### config.mk
export PLATFORM = sky130hd
export DESIGN_NAME = interrupt_flag_status_bank
export DESIGN_NICKNAME = d
export VERILOG_FILES = /design/src/logic/flag_bank_pkg.sv /design/src/logic/flag_port_if.sv /design/src/logic/flag_register.sv /design/src/logic/flag_read_decode.sv /design/src/logic/interrupt_flag_status_bank.sv
export SDC_FILE = /design/constraint.sdc
export NUM_CORES = 1
export LEC_CHECK = 0
export ABC_CLOCK_PERIOD_IN_PS = 2400
export BUFFER_PORTS_ARGS = -buffer_cell sky130_fd_sc_hd__buf_4
export CAP_MARGIN = 15
export CORE_MARGIN = 10
export CORE_UTILIZATION = 38
export DETAILED_ROUTE_END_ITERATION = 10
export GPL_ROUTABILITY_DRIVEN = 1
export PLACE_DENSITY = 0.72
export SLEW_MARGIN = 20
export SYNTH_ARGS = -nofsm -noshare
export SYNTH_HDL_FRONTEND = slang
export SYNTH_SLANG_ARGS = --single-unit
### constraint.sdc
create_clock -name mclk -period 2.4 [get_ports mclk]
set_input_delay 0.48 -clock mclk [delete_from_list [all_inputs] [get_ports mclk]]
set_output_delay 0.48 -clock mclk [all_outputs]
set_load 0.02 [all_outputs]
### src/logic/flag_bank_pkg.sv
/*
  Constants, register map and helpers for the interrupt flag status bank.
  Assumes a single 20 MHz clock domain and an AXI4-Lite register bus.
*/
// Behaviour
// - Second I2C master event sets bit 2 of flag_status_three.
// - Second I2C slave event sets bit 1 of flag_status_three.
// - Timer seven request sets bit 0 of flag_status_three.
// - Second CAN transmit request sets bit 7 of flag_status_four.
// - First CAN transmit request sets bit 6 of flag_status_four.
// - DMA channel seven completion sets bit 5 of flag_status_four.
// - DMA channel six completion sets bit 4 of flag_status_four.
// - Second UART error request sets bit 2 of flag_status_four.
// - First UART error request sets bit 1 of flag_status_four.
// - A flag reads one once its source request is recorded.
// - A flag reads zero while no source request is recorded and no software write has stored a one in it.
`default_nettype none
package flag_bank_pkg;

  localparam int REG_W  = 16;
  localparam int ADDR_W = 8;

  // Register byte addresses
  localparam logic [ADDR_W-1:0] OFF_FLAGS_THREE = 8'h00;
  localparam logic [ADDR_W-1:0] OFF_FLAGS_FOUR  = 8'h04;

  // Flag positions in flag_status_three
  localparam int POS_I2C_B_MASTER = 2;
  localparam int POS_I2C_B_SLAVE  = 1;
  localparam int POS_TIMER_SEVEN  = 0;

  // Flag positions in flag_status_four
  localparam int POS_CAN_B_TX     = 7;
  localparam int POS_CAN_A_TX     = 6;
  localparam int POS_DMA_SEVEN    = 5;
  localparam int POS_DMA_SIX      = 4;
  localparam int POS_UART_B_ERR   = 2;
  localparam int POS_UART_A_ERR   = 1;
  localparam int POS_PWM_FAULT_B  = 0;

  // Implemented bits and values after reset
  localparam logic [REG_W-1:0] MASK_FLAGS_THREE  = 16'h0007;
  localparam logic [REG_W-1:0] MASK_FLAGS_FOUR   = 16'h00f7;
  localparam logic [REG_W-1:0] RESET_FLAGS_THREE = 16'h0000;
  localparam logic [REG_W-1:0] RESET_FLAGS_FOUR  = 16'h0000;

  // Bus answers
  localparam logic [1:0] RESP_OKAY   = 2'b00;
  localparam logic [1:0] RESP_SLVERR = 2'b10;

  // One-hot register select: bit 0 three, bit 1 four, zero unmapped
  function automatic logic [1:0] reg_select(input logic [ADDR_W-1:0] a);
    logic [ADDR_W-1:0] w;
    w = {a[ADDR_W-1:2], 2'b00};
    reg_select = 2'b00;
    if (w == OFF_FLAGS_THREE) begin
      reg_select = 2'b01;
    end
    if (w == OFF_FLAGS_FOUR) begin
      reg_select = 2'b10;
    end
  endfunction

  // Low two byte strobes widened to a bit mask
  function automatic logic [REG_W-1:0] strobe_mask(input logic [1:0] s);
    strobe_mask = {{8{s[1]}}, {8{s[0]}}};
  endfunction

endpackage
`default_nettype wire

### src/logic/flag_port_if.sv
/*
  Carrier between the bus logic and one flag register.
  Assumes both ends run on the same clock.
*/
`timescale 1ns/1ns
`default_nettype none
interface flag_port_if;
  import flag_bank_pkg::*;
  logic             wr_en;
  logic [REG_W-1:0] wdata;
  logic [1:0]       wstrb;
  logic [REG_W-1:0] value;

  modport owner (input wr_en, input wdata, input wstrb, output value);
  modport bus   (output wr_en, output wdata, output wstrb, input value);
  modport view  (input value);
endinterface
`default_nettype wire

### src/logic/flag_register.sv
/*
  One sticky flag register: events set bits, software writes store bits.
  Assumes event inputs are synchronous requests, held high to request.
*/
`timescale 1ns/1ns
`default_nettype none
module flag_register
  import flag_bank_pkg::*;
#(
  parameter logic [REG_W-1:0] IMPL_MASK  = 16'h0000,
  parameter logic [REG_W-1:0] RESET_VAL  = 16'h0000
) (
  // Clock and reset
  input  wire logic             mclk,
  input  wire logic             rst_n,
  // Source requests
  input  wire logic [REG_W-1:0] events,
  // Bus side
  flag_port_if.owner            port
);

  logic [REG_W-1:0] flags;
  logic [REG_W-1:0] next_flags;

  always_comb begin
    logic [REG_W-1:0] lanes;
    lanes = strobe_mask(port.wstrb);
    next_flags = flags;
    if (port.wr_en) begin
      next_flags = (flags & ~lanes) | (port.wdata & lanes);
    end
    // Set beats a clear in the same cycle, so no request is lost
    next_flags = (next_flags | events) & IMPL_MASK;
  end

  always_ff @(posedge mclk or negedge rst_n) begin
    if (!rst_n) begin
      flags <= RESET_VAL;
    end else begin
      flags <= next_flags;
    end
  end

  assign port.value = flags;

endmodule
`default_nettype wire

### src/logic/flag_read_decode.sv
/*
  Read data selection for the two flag registers.
  Assumes an aligned word address; unmapped words read zero with a miss.
*/
`timescale 1ns/1ns
`default_nettype none
module flag_read_decode
  import flag_bank_pkg::*;
(
  // Address
  input  wire logic [ADDR_W-1:0] addr,
  // Register views
  flag_port_if.view              three,
  flag_port_if.view              four,
  // Result
  output      logic [31:0]       data,
  output      logic              hit
);

  always_comb begin
    logic [1:0] sel;
    sel = reg_select(addr);
    data = 32'h0000_0000;
    hit = 1'b1;
    unique case (sel)
      2'b01: data = {16'h0000, three.value & MASK_FLAGS_THREE};
      2'b10: data = {16'h0000, four.value & MASK_FLAGS_FOUR};
      default: hit = 1'b0;
    endcase
  end

endmodule
`default_nettype wire

### src/logic/interrupt_flag_status_bank.sv
/*
  Interrupt flag status bank: two flag registers behind an AXI4-Lite slave.
  Assumes request inputs are synchronous to mclk and one master at a time.
*/
// Implementation choices: the AXI4-Lite interface to the registers and the placing of the registers.
`timescale 1ns/1ns
`default_nettype none
module interrupt_flag_status_bank
  import flag_bank_pkg::*;
(
  // Clock and reset
  input  wire logic              mclk,
  input  wire logic              rst_n,

  // Write address channel
  input  wire logic [ADDR_W-1:0] s_axi_awaddr,
  input  wire logic [2:0]        s_axi_awprot,
  input  wire logic              s_axi_awvalid,
  output var  logic              s_axi_awready,

  // Write data channel
  input  wire logic [31:0]       s_axi_wdata,
  input  wire logic [3:0]        s_axi_wstrb,
  input  wire logic              s_axi_wvalid,
  output var  logic              s_axi_wready,

  // Write response channel
  output var  logic [1:0]        s_axi_bresp,
  output var  logic              s_axi_bvalid,
  input  wire logic              s_axi_bready,

  // Read address channel
  input  wire logic [ADDR_W-1:0] s_axi_araddr,
  input  wire logic [2:0]        s_axi_arprot,
  input  wire logic              s_axi_arvalid,
  output var  logic              s_axi_arready,

  // Read data channel
  output var  logic [31:0]       s_axi_rdata,
  output var  logic [1:0]        s_axi_rresp,
  output var  logic              s_axi_rvalid,
  input  wire logic              s_axi_rready,

  // Requests feeding flag_status_three
  input  wire logic              i2c_b_master_req,
  input  wire logic              i2c_b_slave_req,
  input  wire logic              timer_seven_req,

  // Requests feeding flag_status_four
  input  wire logic              can_b_tx_req,
  input  wire logic              can_a_tx_req,
  input  wire logic              dma_ch_seven_done,
  input  wire logic              dma_ch_six_done,
  input  wire logic              uart_b_error_req,
  input  wire logic              uart_a_error_req,
  input  wire logic              pwm_fault_b_req,

  // Flag values toward the rest of the controller
  output var  logic [REG_W-1:0]  flag_status_three,
  output var  logic [REG_W-1:0]  flag_status_four
);

  typedef enum logic [1:0] {
    W_IDLE = 2'b01,
    W_RESP = 2'b10
  } wr_state_t;

  typedef enum logic [1:0] {
    R_IDLE = 2'b01,
    R_RESP = 2'b10
  } rd_state_t;

  // Write side state
  wr_state_t         wstate;
  wr_state_t         next_wstate;
  logic              aw_held;
  logic              next_aw_held;
  logic [ADDR_W-1:0] awaddr_q;
  logic [ADDR_W-1:0] next_awaddr_q;
  logic              w_held;
  logic              next_w_held;
  logic [REG_W-1:0]  wdata_q;
  logic [REG_W-1:0]  next_wdata_q;
  logic [1:0]        wstrb_q;
  logic [1:0]        next_wstrb_q;
  logic              next_awready;
  logic              next_wready;
  logic              next_bvalid;
  logic [1:0]        next_bresp;
  logic              do_write;
  logic [1:0]        wsel;

  // Read side state
  rd_state_t         rstate;
  rd_state_t         next_rstate;
  logic              next_arready;
  logic              next_rvalid;
  logic [31:0]       next_rdata;
  logic [1:0]        next_rresp;
  logic [31:0]       rd_word;
  logic              rd_hit;

  // Event vectors
  logic [REG_W-1:0]  events_three;
  logic [REG_W-1:0]  events_four;

  flag_port_if port_three ();
  flag_port_if port_four ();

  always_comb begin
    events_three = 16'h0000;
    events_three[POS_I2C_B_MASTER] = i2c_b_master_req;
    events_three[POS_I2C_B_SLAVE]  = i2c_b_slave_req;
    events_three[POS_TIMER_SEVEN]  = timer_seven_req;
  end

  always_comb begin
    events_four = 16'h0000;
    events_four[POS_CAN_B_TX]    = can_b_tx_req;
    events_four[POS_CAN_A_TX]    = can_a_tx_req;
    events_four[POS_DMA_SEVEN]   = dma_ch_seven_done;
    events_four[POS_DMA_SIX]     = dma_ch_six_done;
    events_four[POS_UART_B_ERR]  = uart_b_error_req;
    events_four[POS_UART_A_ERR]  = uart_a_error_req;
    events_four[POS_PWM_FAULT_B] = pwm_fault_b_req;
  end

  flag_register #(
    .IMPL_MASK (MASK_FLAGS_THREE),
    .RESET_VAL (RESET_FLAGS_THREE)
  ) u_flags_three (
    .mclk   (mclk),
    .rst_n  (rst_n),
    .events (events_three),
    .port   (port_three)
  );

  flag_register #(
    .IMPL_MASK (MASK_FLAGS_FOUR),
    .RESET_VAL (RESET_FLAGS_FOUR)
  ) u_flags_four (
    .mclk   (mclk),
    .rst_n  (rst_n),
    .events (events_four),
    .port   (port_four)
  );

  flag_read_decode u_read_decode (
    .addr  (s_axi_araddr),
    .three (port_three),
    .four  (port_four),
    .data  (rd_word),
    .hit   (rd_hit)
  );

  // Write strobe reaches a register only when both halves are held
  assign do_write = (wstate == W_IDLE) && aw_held && w_held;
  assign wsel = reg_select(awaddr_q);

  assign port_three.wr_en = do_write && wsel[0];
  assign port_three.wdata = wdata_q;
  assign port_three.wstrb = wstrb_q;
  assign port_four.wr_en  = do_write && wsel[1];
  assign port_four.wdata  = wdata_q;
  assign port_four.wstrb  = wstrb_q;

  // Address and data are caught independently, in either order
  always_comb begin
    next_aw_held  = aw_held;
    next_awaddr_q = awaddr_q;
    next_w_held   = w_held;
    next_wdata_q  = wdata_q;
    next_wstrb_q  = wstrb_q;
    next_wstate   = wstate;
    next_bvalid   = s_axi_bvalid;
    next_bresp    = s_axi_bresp;
    if (s_axi_awvalid && s_axi_awready) begin
      next_aw_held  = 1'b1;
      next_awaddr_q = s_axi_awaddr;
    end
    if (s_axi_wvalid && s_axi_wready) begin
      next_w_held  = 1'b1;
      next_wdata_q = s_axi_wdata[REG_W-1:0];
      next_wstrb_q = s_axi_wstrb[1:0];
    end
    unique case (wstate)
      W_IDLE: begin
        if (do_write) begin
          next_aw_held = 1'b0;
          next_w_held  = 1'b0;
          next_bvalid  = 1'b1;
          next_bresp   = (wsel != 2'b00) ? RESP_OKAY : RESP_SLVERR;
          next_wstate  = W_RESP;
        end
      end
      W_RESP: begin
        if (s_axi_bready) begin
          next_bvalid = 1'b0;
          next_wstate = W_IDLE;
        end
      end
    endcase
    // Readies drop once a half is held, so a second write waits
    next_awready = (next_wstate == W_IDLE) && !next_aw_held;
    next_wready  = (next_wstate == W_IDLE) && !next_w_held;
  end

  always_ff @(posedge mclk or negedge rst_n) begin
    if (!rst_n) begin
      wstate        <= W_IDLE;
      aw_held       <= 1'b0;
      awaddr_q      <= 8'h00;
      w_held        <= 1'b0;
      wdata_q       <= 16'h0000;
      wstrb_q       <= 2'b00;
      s_axi_awready <= 1'b1;
      s_axi_wready  <= 1'b1;
      s_axi_bvalid  <= 1'b0;
      s_axi_bresp   <= RESP_OKAY;
    end else begin
      wstate        <= next_wstate;
      aw_held       <= next_aw_held;
      awaddr_q      <= next_awaddr_q;
      w_held        <= next_w_held;
      wdata_q       <= next_wdata_q;
      wstrb_q       <= next_wstrb_q;
      s_axi_awready <= next_awready;
      s_axi_wready  <= next_wready;
      s_axi_bvalid  <= next_bvalid;
      s_axi_bresp   <= next_bresp;
    end
  end

  // Read data is sampled at the address handshake; later events wait
  always_comb begin
    next_rstate  = rstate;
    next_arready = s_axi_arready;
    next_rvalid  = s_axi_rvalid;
    next_rdata   = s_axi_rdata;
    next_rresp   = s_axi_rresp;
    unique case (rstate)
      R_IDLE: begin
        if (s_axi_arvalid && s_axi_arready) begin
          next_arready = 1'b0;
          next_rvalid  = 1'b1;
          next_rdata   = rd_word;
          next_rresp   = rd_hit ? RESP_OKAY : RESP_SLVERR;
          next_rstate  = R_RESP;
        end
      end
      R_RESP: begin
        if (s_axi_rready) begin
          next_rvalid  = 1'b0;
          next_arready = 1'b1;
          next_rstate  = R_IDLE;
        end
      end
    endcase
  end

  always_ff @(posedge mclk or negedge rst_n) begin
    if (!rst_n) begin
      rstate        <= R_IDLE;
      s_axi_arready <= 1'b1;
      s_axi_rvalid  <= 1'b0;
      s_axi_rdata   <= 32'h0000_0000;
      s_axi_rresp   <= RESP_OKAY;
    end else begin
      rstate        <= next_rstate;
      s_axi_arready <= next_arready;
      s_axi_rvalid  <= next_rvalid;
      s_axi_rdata   <= next_rdata;
      s_axi_rresp   <= next_rresp;
    end
  end

  // Copies of the flags so each output leaves a flip-flop of this module
  always_ff @(posedge mclk or negedge rst_n) begin
    if (!rst_n) begin
      flag_status_three <= RESET_FLAGS_THREE;
      flag_status_four  <= RESET_FLAGS_FOUR;
    end else begin
      flag_status_three <= port_three.value;
      flag_status_four  <= port_four.value;
    end
  end

endmodule
`default_nettype wire

# Yosys cells after proc, flatten, opt, wreduce, memory -nomap -nowiden
# Cells that the tools add are included.
[classes]
n_eq_ne = 13
muxes = 31
bitwise_logic = 8
reduce_logical = 19
[op_table]
columns = ["operator", "n"]
rows = [
  ["bitwise AND 8 bit", 2],
  ["two-way mux 2 bit", 8],
  ["OR 8 bit", 2],
  ["one-hot mux 8 bit (2 select lines)", 1],
  ["two-way mux 1 bit", 15],
  ["== test 6 x 1 -> 1 bit, second input constant", 2],
  ["logical NOT 6 bit", 2],
  ["logical AND 1 bit", 9],
  ["== test 2 x 1 -> 1 bit, second input constant", 4],
  ["two-way mux 8 bit", 1],
  ["!= test 2 bit, second input constant", 4],
  ["NOT 8 bit", 1],
  ["one-hot mux 2 bit (2 select lines)", 2],
  ["AND reduction 2 bit", 4],
  ["== test 2 bit, second input constant", 3],
  ["OR 3 bit", 2],
  ["one-hot mux 1 bit (2 select lines)", 3],
  ["bitwise AND 3 bit", 1],
  ["two-way mux 3 bit", 1],
  ["logical NOT 1 bit", 2],
  ["nonzero test 2 bit", 1],
  ["OR reduction 2 bit", 1],
]
[word_totals]
regBits = 84
output_inout_bits = 73
word_cells = 90

# Logic depth before layout (Yosys ltp)
# Gate-level depths: netlist of the first run.
[logic_depth]
depth_word = 7
ltp_mapped = 4
mapped_depth_nobuf = 3

# Cells and area by module
# A second synthesis of the first run with hierarchy kept.
[unflattened]
cells_unflattened = 296
area_unflattened_um2 = 4295.4
[modules_own_cells]
columns = ["module", "instances", "cells_each", "area_per_inst_um2", "seq_area_each_um2"]
rows = [
  ["interrupt_flag_status_bank", 1, 195, 3363.2, 2482.4],
  ["flag_register at u_flags_four", 1, 32, 366.6, 175.2],
  ["flag_read_decode", 1, 45, 340.3, 0.0],
  ["flag_register at u_flags_three", 1, 24, 225.2, 75.1],
]

# Least setup slack after synthesis of the first run
# Ideal clock, no wire load.
[synth_timing]
path_kind = "register to register"
startpoint = "reg wstate[0]"
endpoint = "reg u_flags_four.flags[0] (netlist: u_flags_four.port.value[0])"
t_arrival_ns = 1.294
t_required_ns = 2.321
path_slack_ns = 1.027
stages_incl_launch_ff = 5
n_path_buf = 1
path_cell_list = "dfstp_2 and4b_4 and4_1 buf_6 mux2i_1"
[synth_via]
elab_chain_len = 6
[synth_lines]
columns = ["element", "line", "source"]
rows = [
  ["start, declared", "interrupt_flag_status_bank.sv:74", "wr_state_t wstate;"],
  ["start signal, assigned", "interrupt_flag_status_bank.sv:221", "wstate <= next_wstate;"],
  ["== test 2 x 1 -> 1 bit", "interrupt_flag_status_bank.sv:157", "assign do_write = (wstate == W_IDLE) && aw_held && w_held;"],
  ["logical AND 1 bit (2 in a row)", "interrupt_flag_status_bank.sv:157", ""],
  ["logical AND 1 bit", "interrupt_flag_status_bank.sv:163", "assign port_four.wr_en = do_write && wsel[1];"],
  ["two-way mux 8 bit", "flag_register.sv:29", "if (port.wr_en) begin"],
  ["OR 8 bit", "flag_register.sv:33", "next_flags = (next_flags | events) & IMPL_MASK;"],
  ["net u_flags_four.next_flags[0]", "flag_register.sv:23", "logic [REG_W-1:0] next_flags;"],
  ["end signal, assigned", "flag_register.sv:40", "flags <= next_flags;"],
  ["end, declared", "flag_register.sv:22", "logic [REG_W-1:0] flags;"],
]
# The timed path passes the listed nets, and every way through them passes these cells.
# A chain may end at the register's enable or synchronous reset.

# Worst setup path in the final report of the first run
[layout_timing]
startpoint = "reg wstate[0]"
endpoint = "reg u_flags_four.flags[2] (netlist: u_flags_four.port.value[2])"
# Same word-level chain as after synthesis.

==> results of run 1 <==
-- stage by stage --
stage / instances / hold slack [ns]
CTS: 351 / 0.2247
global route: 351 / 0.2399
global placement: 343 / 0.3874
floorplan: 260 / 0.1844
finish: 351 / 0.1993
detailed placement: 343 / 0.3938
-- worst max-delay path: stages (launching register included) --
cell and delay, ns:
dfstp_2 0.60, and4b_4 0.27, and4_1 0.52, mux2i_1 0.25
-- cells by family (layout without fill, tap and decap cells) --
| family | after synthesis | after routing | share of synthesized area [%] |
|---|---|---|---|
| AOI/OAI and AO/OA | 17 | 17 | 4.274 |
| buffers and inverters | 55 | 71 | 16.62 |
| DFF | 52 | 52 | 54.40 |
| muxes | 27 | 27 | 11.99 |
| other | 1 | 49 | 0.1562 |
| and+or+nand+nor | 60 | 60 | 12.56 |
-- per-layer routing --
metal | wire, µm | vias up | track usage [%]
met5 | 0 | - | 0
met4 | 26 | 0 | 1.985
met3 | 463 | 3 | 4.844
met2 | 2512 | 63 | 16.58
met1 | 1962 | 717 | 10.82
li1 | - | 739 | -
-- worst paths after layout --
path	start	end	slack, ns	cells past startpoint
max in group asynchronous	rst_n	awaddr_q[5]	1.78	1
setup reg to reg	wstate[0]	u_flags_four.port.value[2]	0.68	3
setup / recovery	wstate[0]	u_flags_four.port.value[2]	0.68	3
hold / removal	rst_n	s_axi_rdata[6]	0.20	1
min in group mclk	s_axi_bready	wstate[1]	0.37	2
hold reg to reg	u_flags_four.port.value[0]	flag_status_four[0]	0.41	0
-- power breakdown --
group | total, mW | internal (mW) | switching, mW | leakage [nW]
registers | 1.17 | 1.05 | 0.128 | 0.557
clock network | 0.590 | 0.309 | 0.281 | 0.0541
logic | 0.465 | 0.225 | 0.240 | 0.678
-- cell type report --
type                            instances  area (µm²)
Fill cell                             582        3177
Clock inverter                          3       42.54
Sequential cell                        52        1306
Clock buffer                            5       68.82
Multi-Input combinational cell        153       875.8
Timing Repair Buffer                   60       450.4
Inverter                                3       11.26
Tap cell                               75       93.84
-- registers in the layout (all words and copies together) (netlist names) --
signal	flops
flag_status_four	7
port_four.wdata	7
s_axi_rdata	7
u_flags_four.port.value	7
awaddr_q	6
flag_status_three	3
u_flags_three.port.value	3
wstate	2
aw_held	1
port_four.wstrb	1
rstate	1
s_axi_awready	1
s_axi_bresp	1
s_axi_bvalid	1
s_axi_rresp	1
s_axi_rvalid	1
s_axi_wready	1
w_held	1
-- cell usage after synthesis (all sizes together) (2+ instances only) --
library cell / n / area [µm²]
o21ai: 4 / 20.02
nand2: 16 / 60.06
o31ai: 3 / 22.52
nand2b: 3 / 18.77
buf: 51 / 384.1
a21oi: 4 / 20.02
nor2b: 2 / 12.51
mux2: 14 / 157.7
mux2i: 13 / 130.1
a31oi: 3 / 18.77
dfrtp: 48 / 1201
inv: 3 / 11.26
and4b: 3 / 33.78
nor2: 28 / 105.1
dfstp: 4 / 105.1
==> metrics, run 1 <==
status=finished, final reports clean; DR DRC count=0; DR pass1 iterations=4; hold_buf cts=0; DR iter-0 viols=41; Netlist cell types=31; peak supply drop=0.3894 mV; number of flops mapped to enable cells by yosys=0; P_leak=1.290 nW; Critical Path AT=1.94 ns; Clk Latency, worst-skew pair=about 0.30 ns; num ports=148; first-pass GRT wire length=8045 µm; H-tree levels=2; Clock Skews=between 0.004 and 0.005 ns; Antenna Nets Post-Route=0; Synth Warn #=0; NumNets Final=350; max-cap violations=0; die height=between 90 and 100 µm; TritonCTS clock tree=built; final setup margin=0.6798 ns; Die Area=9898 µm²; Mapped Avg Cell Area=11.33 µm²; initial antenna violation count=0; Tmin final=1.720 ns; die width=99.49 µm; Longest Clk Path Bufs=2; DP Worst Slack=between 0.7 and 0.8 ns; Mapped Area=2401 µm²; drt via density=4.336; Synth Flop Type=dfrtp_1; area delta synth->final=18.66%; placed cell area=approximately 2700 µm²; number of CTS-inserted buffers=5; Yosys reg bits=52; CTS Sinks=52; Data required, critical path=around 2.6 ns; Post-Synthesis Cells=between 200 and 250; Finished Core Util=47.28%; I/O Buffers=60; Total Power=around 2.2 mW; sequential area share after synthesis=54.40%; clock slew at reported path FFs=0.09 ns; detailed-route via count=~1500; RD Place Congestion=about 0.80; Final setup viols=0; Final Cycle Share=71.67%; worst slew pin tran=roughly 0.64 ns; crit path capture type=flop; Total GRT Usage=roughly 10%; clk root buf=clkbuf_8; max-slew violations=0; Total Wirelength=4965 µm; commonest non-fill, non-tap cell in the layout=buf_4; vias in the first global route=1680; Async SR Flop Fraction=100.0%; Final Instance Area=2849 µm²; Core Area=about 6000 µm²; HP Class=input port to async pin; ratio of cells with drive above 1 in the final layout=32.25%; row count=28; Final Hold Viols=0; relative slew slack=a little under three fifths; Diodes inserted=0; RSZ-0062 raised after global routing=false; Highest Clock Rate=581.3 MHz; most frequent cells in the layout=buf_4 (60), conb_1 (49), dfrtp_1 (48), nor2_1 (28), nand2_1 (16); crit start category=flop; setup TNS=0 ns; postcts setup bufs=0; CP Class=flop to flop; Initial Util=around two fifths; crit-path max FO=7; Wirelength per Cell=14.15 µm; post_cts resized=0; power per cell area=782.7 nW/µm²; Detailed Place HPWL=3988 µm; global route overflow=0; largest net degree at the start of global routing=between 50 and 60
(Power assumes the default switching activity.)
==> run 2, diff against run 1 <==
ABC_AREA = 1   (was not set)
ABC_CLOCK_PERIOD_IN_PS = 1400   (was 2400)
PLACE_DENSITY = 0.73   (was 0.72)
clock period = 1.4 ns   (was 2.4 ns; I/O delays follow)
==> metrics, run 2 <==
number of CTS-inserted buffers=5 (unchanged); multi-input logic area=983.4 µm² (+12%); num ports=148 (unchanged); drt via density=4.134 (-4.7%); status=finished, final reports clean; initial antenna violation count=0 (unchanged); Synth Flop Type=dfrtp_1; Final Hold Viols=0 (unchanged); Antenna Nets Post-Route=0 (unchanged); Setup crit start=rstate[0]; R2R setup slack=0.13 ns (-0.55 ns); Final setup viols=0 (unchanged); detailed-route via count=1877 (+23%); vias in the first global route=1955 (+16%); Total GRT Usage=10.56% (+0.79 points); area delta synth->final=18.59% (about the same); max-cap violations=0 (unchanged); Clock Skews=0.003962 ns (-0.0005127 ns); peak supply drop=0.4133 mV (+6.1%); most frequent cells in the layout=buf_4 (63), conb_1 (49), dfrtp_1 (48), nand2_1 (41), inv_1 (37); RD Place Congestion=0.8219 (+2.6%); count leader, synth=buf_4; Seq. cell area=1306 µm² (unchanged); Post-Synthesis Cells=289 (+36%); CP Class=flop to flop; post_cts resized=0 (unchanged); worst r2r src=rstate[0]; Highest Clock Rate=786.3 MHz (+35%); die height=103.5 µm (+4.1%); crit path capture type=flop; Async SR Flop Fraction=100.0% (unchanged); largest net degree at the start of global routing=22 (-58%); DR iter-0 viols=76 (+85%); CTS Sinks=52 (unchanged); cell count of the worst reg-to-reg path=7 (+4); Mapped Avg Cell Area=9.174 µm² (-19%); crit start category=flop; Initial Util=39.02% (-0.82 points); DR pass1 iterations=4 (unchanged); I/O Buffers=60 (unchanged); Mapped Area=2651 µm² (+10%); clock slew at reported path FFs=0.09 ns (about the same); first-pass GRT wire length=9556 µm (+19%); TritonCTS clock tree=built; NumNets Final=432 (+23%); Wirelength per Cell=12.58 µm (-11%); largest area contributor in the netlist=dfrtp_1; CP endpoint=s_axi_rdata[1]; HP Class=input port to flop; Clk Latency, worst-skew pair=0.29 ns (about the same); Synth top cells by count=buf_4 (49), dfrtp_1 (48), nand2_1 (41); H-tree levels=2 (unchanged); Detailed Place HPWL=4813 µm (+21%); worst hold start=can_b_tx_req; Yosys reg bits=52 (unchanged); row count=30 (+7.1%); P_leak=1.703 nW (+32%); power per cell area=940.9 nW/µm² (+20%); clk root buf=clkbuf_8; synth top area cells=dfrtp_1 (45%), buf_4 (14%), nand2_1 (5.8%); commonest non-fill, non-tap cell in the layout=buf_4; Non-Filler Instances=454 (+29%); sequential area share after synthesis=49.27% (-5.1 points); setup TNS=0 ns (unchanged); Die Area=10720 µm² (+8.3%); max-slew violations=0 (unchanged); Data required, critical path=1.58 ns (-1.04 ns); fill cell count=648 (+11%); global route overflow=0 (unchanged); Yosys top cell area share=45.30% (-4.7 points); Tmin final=1.272 ns (-0.4483 ns); Diodes inserted=0 (unchanged); ratio of cells with drive above 1 in the final layout=27.93% (-4.3 points); Total Wirelength=5710 µm (+15%); Final Cycle Share=90.85% (+19 points); cell total after placement=445 (+30%); Synth Warn #=0 (unchanged); Longest Clk Path Bufs=2 (unchanged); RSZ-0062 raised after global routing=false; Core Area=6794 µm² (+13%); DR DRC count=0 (unchanged); crit-path max FO=9 (+2); number of flops mapped to enable cells by yosys=0 (unchanged); Netlist cell types=24 (-23%); worst hold stages=3; Critical Path AT=1.46 ns (-0.48 ns); reg2reg end=s_axi_rdata[1]; die width=103.5 µm (+4.1%)
run 2: changes by cell type in the layout (fill, tap and decap cells not counted), moves of 5 or more:
cell	before	now
o21ai_0	4	16
inv_1	3	37
nand3_1	1	26
nor2_1	28	21
mux2i_1	13	0
nand2_1	16	41
nand2_2	0	5
run 2: final cells by class:
cell class,instances,share of cell area (%)
clock buffer,6,2.308
clock inverter,2,0.3979
inverter,39,4.656
multi-input combinational,194,31.28
sequential,52,41.54
tap,96,3.820
timing repair buffer,65,16.00
run 2: kinds of logic after synthesis:
family / Yosys count / synth area share (%)
AND/OR/NAND/NOR: 104 / 19.40
other: 1 / 0.1414
buffers and inverters: 91 / 20.43
multiplexers: 11 / 4.672
flip-flops: 52 / 49.27
AO/OA/AOI/OAI: 30 / 6.088
run 2: worst min path at each step:
stage,slack (ns),end
floorplan,-0.02,aw_held
global placement,0.19,aw_held
detailed placement,0.19,aw_held
CTS,0.17,u_flags_four.port.value[7]
global route,0.17,u_flags_four.port.value[0]
finish,0.18,u_flags_four.port.value[7]
run 2: critical path, stage by stage, from the launching register on:
cell and delay [ns]:
dfstp_2 0.54, inv_1 0.07, nor2_4 0.12, nand2_2 0.14, nand2_1 0.09, inv_1 0.04, nor2_1 0.11, nand2_1 0.06
run 2: power breakdown:
part,leakage [nW],internal [mW],switching [mW]
Sequential,0.564,1.57,0.0503
Combinational,1.10,0.189,0.339
Clock,0.0412,0.350,0.457
run 2: what timing repair did:
item | 4_1_cts | 5_1_grt
hold buffers | 1 | 0
buffers inserted | 0 | 0
hold endpoints to repair | 14 | 0
run 2: routing by layer:
layer / global-route usage, % / wire length, µm / up-vias
met5: 0 / 0 / -
met4: 2.117 / 23 / 0
met3: 5.081 / 555 / 4
met2: 18.56 / 2895 / 70
met1: 11.20 / 2236 / 855
li1: - / - / 948
run 2: stage by stage:
stage	cell area (µm²)	hold WS [ns]	power [mW]	util, %	worst slack (ns)
after floorplan	2831	-0.01559	2.060	-	0.1704
after global routing	3144	0.1659	3.134	46.28	0.01627
after global placement	3049	0.1875	2.167	44.88	0.1780
final	3144	0.1824	2.958	46.28	0.1281
after detailed placement	3049	0.1861	2.178	44.88	0.1536
after CTS	3144	0.1697	3.000	46.28	0.1218
